==> src/sensor_regs_pkg.sv <==
// Shared constants for the command pointer and control register front end.
// Assumes a serial bus engine on the same clock that delivers whole bytes.
package sensor_regs_pkg;

    typedef enum logic [1:0] {
        TR_BYTE  = 2'b00,
        TR_WORD  = 2'b01,
        TR_BLOCK = 2'b10,
        TR_ICLR  = 2'b11
    } trans_t;

    localparam logic [4:0] CTRL_ADDR   = 5'h00;
    localparam logic [4:0] TIMING_ADDR = 5'h01;
    localparam logic [4:0] ALIAS_ADDR  = 5'h0F;
    localparam logic [4:0] DATA_BASE   = 5'h10;
    localparam logic [4:0] DATA_LAST   = 5'h17;

    localparam int CMD_BIT    = 7;
    localparam int TRANS_MSB  = 6;
    localparam int TRANS_LSB  = 5;
    localparam int ADDR_MSB   = 4;
    localparam int CTRL_PWR   = 0;
    localparam int CTRL_EN    = 1;
    localparam int CTRL_VALID = 4;

    localparam logic [7:0] POINTER_RST  = 8'h00;
    localparam logic [7:0] CTRL_RST     = 8'h00;
    localparam logic [7:0] TIMING_RST   = 8'h00;
    localparam logic [7:0] BLOCK_COUNT  = 8'h08;

endpackage

==> src/command_decode.sv <==
// Splits a received byte into the command fields.
// Assumes the byte is held stable by the caller while it is used.
`timescale 1ns/1ps
module command_decode (
    input  wire logic                   [7:0] byte_i,
    output sensor_regs_pkg::trans_t           trans_o,
    output logic                        [4:0] addr_o,
    output logic                              is_cmd_o
);
    assign is_cmd_o = byte_i[sensor_regs_pkg::CMD_BIT];
    assign trans_o  = sensor_regs_pkg::trans_t'(byte_i[sensor_regs_pkg::TRANS_MSB:sensor_regs_pkg::TRANS_LSB]);
    assign addr_o   = byte_i[sensor_regs_pkg::ADDR_MSB:0];
endmodule

==> src/read_select.sv <==
// Registered read data path for the register map and channel data.
// Assumes the caller pulses req_i once per byte the bus engine asks for.
`timescale 1ns/1ps
module read_select (
    input  wire logic        clk_i,
    input  wire logic        nrst_i,
    input  wire logic        req_i,
    input  wire logic        count_i,
    input  wire logic [4:0]  addr_i,
    input  wire logic [7:0]  ctrl_i,
    input  wire logic [7:0]  timing_i,
    input  wire logic [63:0] ch_data_i,
    output logic      [7:0]  rd_data_o,
    output logic             rd_valid_o
);
    logic [7:0] sel;

    always_comb begin
        sel = 8'h00;
        if (count_i) begin
            sel = sensor_regs_pkg::BLOCK_COUNT;
        end else if (addr_i == sensor_regs_pkg::CTRL_ADDR) begin
            sel = ctrl_i;
        end else if (addr_i == sensor_regs_pkg::TIMING_ADDR) begin
            sel = timing_i;
        end else if (addr_i >= sensor_regs_pkg::DATA_BASE && addr_i <= sensor_regs_pkg::DATA_LAST) begin
            sel = ch_data_i[8*addr_i[2:0] +: 8];
        end
    end

    always_ff @(posedge clk_i or negedge nrst_i) begin
        if (!nrst_i) begin
            rd_data_o  <= 8'h00;
            rd_valid_o <= 1'b0;
        end else begin
            rd_valid_o <= req_i;
            if (req_i) begin
                rd_data_o <= sel;
            end
        end
    end
endmodule

==> src/sensor_command_control_regs.sv <==
// Command pointer, control and timing registers of the colour sensor.
// Assumes a byte-level serial engine on clk_i: start, stop, written bytes, read requests.
//
// Function
// - Bits 6:5 pick byte, word, block
// - Transaction 11 pulses interrupt clear
// - Bits 4:0 address following data bytes
// - Command pointer resets to zero
// - Plain block transfers increment until stop
// - SMBus block writes carry byte count; block reads only at the alias
// - Alias block read returns count eight
// - Control bit 4 reports integration done
// - Control bit 1 enables converters
// - Control bit 0 powers device
// - Converters run only with both set
// - Control reads back written 03h; reads 13h once bit 4 sets
// - Oscillator forced on during transfers
// - Timing register shared, resets to zero
// - First byte after start with MSB one updates pointer
// - Receive byte returns pointed register
`timescale 1ns/1ps
module sensor_command_control_regs #(
    parameter bit SMBUS_MODE = 1'b1
) (
    input  wire logic        clk_i,
    input  wire logic        nrst_i,
    input  wire logic        start_i,
    input  wire logic        stop_i,
    input  wire logic        wr_valid_i,
    input  wire logic [7:0]  wr_data_i,
    input  wire logic        rd_req_i,
    input  wire logic        conv_done_i,
    input  wire logic [63:0] ch_data_i,
    output logic      [7:0]  rd_data_o,
    output logic             rd_valid_o,
    output logic      [7:0]  timing_o,
    output logic             adc_run_o,
    output logic             osc_en_o,
    output logic             int_clear_o
);
    typedef enum logic [1:0] {
        ST_IDLE,
        ST_FIRST,
        ST_COUNT,
        ST_DATA
    } state_t;

    state_t                   state_r;
    sensor_regs_pkg::trans_t  trans_r;
    logic [4:0]               ptr_addr_r;
    logic [4:0]               cur_addr_r;
    logic                     frame_r;
    logic                     count_sent_r;
    logic                     pwr_r;
    logic                     en_r;
    logic                     valid_r;
    logic [7:0]               timing_r;
    logic                     iclr_r;
    logic                     adc_run_r;
    logic                     osc_r;

    sensor_regs_pkg::trans_t  dec_trans;
    logic [4:0]               dec_addr;
    logic                     dec_cmd;
    logic                     take_cmd;
    logic                     data_wr;
    logic [4:0]               eff_addr;
    logic                     send_count;
    logic                     advance;
    logic [7:0]               ctrl_view;

    command_decode u_decode (
        .byte_i   (wr_data_i),
        .trans_o  (dec_trans),
        .addr_o   (dec_addr),
        .is_cmd_o (dec_cmd)
    );

    // Only the first byte after a start can be a command; later bytes are data
    assign take_cmd   = wr_valid_i && (state_r == ST_FIRST) && dec_cmd;
    assign data_wr    = wr_valid_i && !take_cmd && (state_r == ST_FIRST || state_r == ST_DATA);
    // The alias reads as the first data byte so the walk continues at 11h
    assign eff_addr   = (cur_addr_r == sensor_regs_pkg::ALIAS_ADDR) ? sensor_regs_pkg::DATA_BASE : cur_addr_r;
    assign send_count = SMBUS_MODE && (trans_r == sensor_regs_pkg::TR_BLOCK)
                        && (cur_addr_r == sensor_regs_pkg::ALIAS_ADDR) && !count_sent_r;
    assign advance    = (trans_r == sensor_regs_pkg::TR_WORD) || (trans_r == sensor_regs_pkg::TR_BLOCK);
    assign ctrl_view  = {3'b000, valid_r, 2'b00, en_r, pwr_r};

    // Frame sequencing
    always_ff @(posedge clk_i or negedge nrst_i) begin
        if (!nrst_i) begin
            state_r <= ST_IDLE;
            frame_r <= 1'b0;
        end else if (stop_i) begin
            state_r <= ST_IDLE;
            frame_r <= 1'b0;
        end else if (start_i) begin
            state_r <= ST_FIRST;
            frame_r <= 1'b1;
        end else begin
            case (state_r)
                ST_FIRST: begin
                    if (take_cmd && SMBUS_MODE && dec_trans == sensor_regs_pkg::TR_BLOCK) begin
                        state_r <= ST_COUNT;
                    end else if (wr_valid_i || rd_req_i) begin
                        state_r <= ST_DATA;
                    end
                end
                ST_COUNT: begin
                    if (wr_valid_i || rd_req_i) begin
                        state_r <= ST_DATA; // Byte count ignored; the stop ends the block
                    end
                end
                ST_DATA: begin
                    state_r <= ST_DATA;
                end
                default: begin
                    state_r <= ST_IDLE;
                end
            endcase
        end
    end

    // Stored pointer survives frames; clear commands leave the transaction type alone
    always_ff @(posedge clk_i or negedge nrst_i) begin
        if (!nrst_i) begin
            ptr_addr_r <= sensor_regs_pkg::POINTER_RST[4:0];
            trans_r    <= sensor_regs_pkg::trans_t'(sensor_regs_pkg::POINTER_RST[6:5]);
        end else if (take_cmd) begin
            ptr_addr_r <= dec_addr;
            if (dec_trans != sensor_regs_pkg::TR_ICLR) begin
                trans_r <= dec_trans;
            end
        end
    end

    // Working address for this frame
    always_ff @(posedge clk_i or negedge nrst_i) begin
        if (!nrst_i) begin
            cur_addr_r   <= 5'h00;
            count_sent_r <= 1'b0;
        end else if (start_i) begin
            cur_addr_r   <= ptr_addr_r;
            count_sent_r <= 1'b0;
        end else if (take_cmd) begin
            cur_addr_r   <= dec_addr;
            count_sent_r <= 1'b0;
        end else if (rd_req_i && send_count) begin
            count_sent_r <= 1'b1;
        end else if ((rd_req_i || data_wr) && advance) begin
            cur_addr_r <= eff_addr + 5'h01;
        end
    end

    // Interrupt clear is a one-cycle pulse, never stored
    always_ff @(posedge clk_i or negedge nrst_i) begin
        if (!nrst_i) begin
            iclr_r <= 1'b0;
        end else begin
            iclr_r <= take_cmd && (dec_trans == sensor_regs_pkg::TR_ICLR);
        end
    end

    // Control bits; reserved bits are dropped on write and read as zero
    always_ff @(posedge clk_i or negedge nrst_i) begin
        if (!nrst_i) begin
            pwr_r <= sensor_regs_pkg::CTRL_RST[sensor_regs_pkg::CTRL_PWR];
            en_r  <= sensor_regs_pkg::CTRL_RST[sensor_regs_pkg::CTRL_EN];
        end else if (data_wr && cur_addr_r == sensor_regs_pkg::CTRL_ADDR) begin
            pwr_r <= wr_data_i[sensor_regs_pkg::CTRL_PWR];
            en_r  <= wr_data_i[sensor_regs_pkg::CTRL_EN];
        end
    end

    // Completion flag: a done event in the same cycle as a disable still sets it
    always_ff @(posedge clk_i or negedge nrst_i) begin
        if (!nrst_i) begin
            valid_r <= sensor_regs_pkg::CTRL_RST[sensor_regs_pkg::CTRL_VALID];
        end else if (conv_done_i && adc_run_r) begin
            valid_r <= 1'b1;
        end else if (!adc_run_r) begin
            valid_r <= 1'b0;
        end
    end

    always_ff @(posedge clk_i or negedge nrst_i) begin
        if (!nrst_i) begin
            timing_r <= sensor_regs_pkg::TIMING_RST;
        end else if (data_wr && cur_addr_r == sensor_regs_pkg::TIMING_ADDR) begin
            timing_r <= wr_data_i;
        end
    end

    // Power and enable gate the converters; serial activity keeps the oscillator alive
    always_ff @(posedge clk_i or negedge nrst_i) begin
        if (!nrst_i) begin
            adc_run_r <= 1'b0;
            osc_r     <= 1'b0;
        end else begin
            adc_run_r <= pwr_r && en_r;
            osc_r     <= pwr_r || frame_r || start_i;
        end
    end

    read_select u_read (
        .clk_i      (clk_i),
        .nrst_i     (nrst_i),
        .req_i      (rd_req_i),
        .count_i    (send_count),
        .addr_i     (eff_addr),
        .ctrl_i     (ctrl_view),
        .timing_i   (timing_r),
        .ch_data_i  (ch_data_i),
        .rd_data_o  (rd_data_o),
        .rd_valid_o (rd_valid_o)
    );

    assign timing_o    = timing_r;
    assign adc_run_o   = adc_run_r;
    assign osc_en_o    = osc_r;
    assign int_clear_o = iclr_r;

endmodule

==> config.mk <==
export PLATFORM = sky130hd
export DESIGN_NAME = sensor_command_control_regs
export DESIGN_NICKNAME = d
export VERILOG_FILES = /design/src/sensor_regs_pkg.sv /design/src/command_decode.sv /design/src/read_select.sv /design/src/sensor_command_control_regs.sv
export SDC_FILE = /design/constraint.sdc
export NUM_CORES = 1
export LEC_CHECK = 0
export ABC_AREA = 1
export ABC_CLOCK_PERIOD_IN_PS = 4400
export BUFFER_PORTS_ARGS = -buffer_cell sky130_fd_sc_hd__buf_4
export CORE_MARGIN = 4
export CORE_UTILIZATION = 55
export DETAILED_ROUTE_END_ITERATION = 8
export PLACE_DENSITY = 0.92
export SLEW_MARGIN = 25
export SYNTH_ARGS = -nofsm -noshare
export SYNTH_HDL_FRONTEND = slang
export SYNTH_HIERARCHICAL = 1
export SYNTH_SLANG_ARGS = --single-unit
==> constraint.sdc <==
create_clock -name clk_i -period 4.4 [get_ports clk_i]
set_input_delay 0.66 -clock clk_i [delete_from_list [all_inputs] [get_ports clk_i]]
set_output_delay 0.66 -clock clk_i [all_outputs]
set_load 0.02 [all_outputs]
==> out/results.txt <==
Leak Pwr: 2.102 nW
number of remaining DRC errors: 0
Cells after Synth: 423
CP Cell Sequence: nand2_2 -> nor2_4 -> nand2_2 -> inv_2 -> nor2_4 -> inv_6 -> nor2_8 -> nand2_1 -> nand3_1 -> nand2_1 -> nand3_1 -> nand2_1 -> nand2_1 -> nand2_1
CP bufs+invs: 2
IO buf count: 98
Avg WL per Cell: 13.79 um
Tcrit/Tclk final: 55.44%
Slew Limit Fails: 0
final core utilization: 72.86%
CTS H-tree lvls: 2
Tmin final: 2.439 ns
status: finished clean
post-CTS setup buffer count: 0
CTS Sinks: 39
antenna violations before repair: 0
ys flop type: dfrtp_1
Initial Utilization: 56.76%
critical path class: register to register
placed cell count: 575
clock root cell: clkbuf_8
Total Routed Length: 8037 um
Setup crit end: u_read/rd_data_o[2]
Final GP Congestion: 0.9155
Startpoint Class: register
total die area: 6496 sq um
Core ar.: 5107 sq um
HPWL after DPL: 6164 um
vias in the first global route: 2878
DRT antenna net count: 0
PostCTS Resize Cnt: 0
Stages on worst setup path: 14
DRT iter0 DRCs: 200
vias per cell: 5.206
CP Capture Type: register
hold-fix buffers at CTS: 0
Final WS setup: 1.961 ns
Area Growth Syn to Fin: 28.36%
Rel. slew slack: 57.73%
Clock Skew: 0.008140 ns
Slew @ Worst Pin: 0.6325 ns
Critical Path RT: 4.59 ns
flip-flop and latch count after synthesis: 39
via total after detailed routing: 3035
top cell type by total area after synthesis: dfrtp_1
Power Density: 530.9 nW/um^2
grt total ovfl: 0
Clock Latency Late Sink: 0.29 ns
largest net degree at the start of global routing: 40
share of cells above drive strength 1: 30.99%
Pre-antenna DRT Iters: 5
CTS tree: yes
reg2reg end: u_read/rd_data_o[2]
Synth area leaders: dfrtp_1, nand2_1, inv_1
slowest stage delay, CP: 0.48 ns
Synth top area share: 33.66%
WP data arrival: 2.63 ns
Ports: 99
fill count: 409
CP most frequent cell: nand2_1
setup violators final: 0
cell family with most CP delay: simple AND/OR/NAND/NOR gates
Finished Layout Cells: 583
clk buf depth: 2
unrepaired setup endpoints after global routing: no
R2R depth: 14
worst setup path startpoint: cur_addr_r[2]
first-pass GRT wire length: 12980 um
crit-path max FO: 25
synth unique cells: 38
clk slew on worst S/H paths: 0.08 ns
Total GRT Usage: 25.30%
antenna diode count: 0
CTS Buf Count: 5
CP max-delay cell: dfrtp_1
Warnings, synthesis: 6
nets: 593
synthesized area per cell: 6.853 sq um
setup tns final: 0 ns
Die H: 80.60 um
Peak Freq: 0.4099 GHz
max-cap check violation count: 0
Worst VDD drop: 328.5 uV
Post-synth EDFFs: 0
Seq/Total Area, Yosys: 33.66%
FFs w/ async S/R, synth: 100.0%
FP Rows: 26
origin of the critical flop-to-flop path: cur_addr_r[2]
HP Class: input pin to asynchronous set/reset pin
R2R setup slack: 1.96 ns
die width: 80.60 um
Setup WS pre-CTS: 1.629 ns
final hold vios: 0
synthesized cell area: 2899 sq um
report_power, final:
part	total (mW)	leakage (nW)	switching [mW]	internal (mW)
Combinational	1.05	1.54	0.660	0.385
Clock	0.353	0.0654	0.126	0.227
Sequential	0.577	0.501	0.107	0.470
Total	1.98	2.10	0.893	1.08
per-stage QoR:
step                      power [mW]  area (sq um)  hold WS [ns]
final                          1.975          3721        0.3327
after global routing           2.117          3721        0.3610
after detailed placement       1.607          3578        0.4626
after floorplan                1.329          2914        0.3644
after global placement         1.574          3578        0.4500
after CTS                      1.966          3711        0.3470
final cells by class:
class                           instances  area, sq um  area share (%)
Clock buffer                            6        72.57           1.950
Clock inverter                          2        60.06           1.614
Inverter                               67        256.5           6.893
Multi-Input combinational cell        301         1533           41.19
Sequential cell                        39        975.9           26.23
Tap cell                               70        87.58           2.354
Timing Repair Buffer                   98        735.7           19.77
how the worst min path moves through the flow:
| stage | from | to | slack, ns |
|---|---|---|---|
| global placement | frame_r | osc_en_o | 0.45 |
| CTS | nrst_i | frame_r | 0.35 |
| global route | nrst_i | frame_r | 0.36 |
| detailed placement | ptr_addr_r[0] | ptr_addr_r[0] | 0.46 |
| floorplan | nrst_i | adc_run_o | 0.36 |
| finish | nrst_i | frame_r | 0.33 |
sequential cells by signal, indices dropped and copies added (netlist names), 2 cells and up:
name and flops:
trans_r 2, cur_addr_r 5, ptr_addr_r 5, state_r 2, timing_o 8, u_read/rd_data_o 8
metal layers:
layer | vias to the layer above | GRT usage (%) | routed length [um]
met1 | 1401 | 29.67 | 3116
met4 | 0 | 7.264 | 187
met3 | 26 | 4.933 | 606
met5 | - | 0 | 0
met2 | 133 | 46.36 | 4126
li1 | 1475 | - | -
synth_stat cells (3+ instances only):
cell and n:
inv_2 5, buf_4 13, nor2_1 29, nand3_1 44
o21ai_2 11, a21oi_1 7, nor2_4 3, o21ai_0 5
o211ai_1 8, inv_1 61, nand2_2 18, nand2_1 146
nand3_2 3, buf_6 3, dfrtp_1 39
layout by cell type (no fill, tap or decap):
cell	instances
o211ai_2	1
mux2_2	1
nand2_1	146
nor2_4	5
a21oi_2	1
conb_1	5
nand3_2	3
a21oi_1	7
nand2_2	18
a31oi_1	1
or2_2	1
clkbuf_1	1
nor3_4	1
o21ai_2	11
o211ai_1	8
nor4_4	1
o21ai_1	2
nand4_1	2
ha_1	2
inv_2	5
nor3_1	2
inv_1	61
or2_0	1
nor2_8	2
o21a_1	1
bufinv_16	2
buf_4	98
o21ai_0	5
inv_6	1
nand4_2	1
o21bai_2	1
dfrtp_1	39
clkbuf_8	5
nand2_4	1
nand3_1	44
nor2_1	27
cells by family after synthesis:
logic type,count (synthesis),share of synthesized area [%]
adder cells (fa/ha/maj),2,0.8630
AO/OA/AOI/OAI,38,9.409
other,1,0.1294
AND/OR/NAND/NOR,255,41.04
flip-flops,39,33.66
buffers and inverters,87,14.50
multiplexers,1,0.3884
No activity file was read; power rests on OpenSTA's default activity.
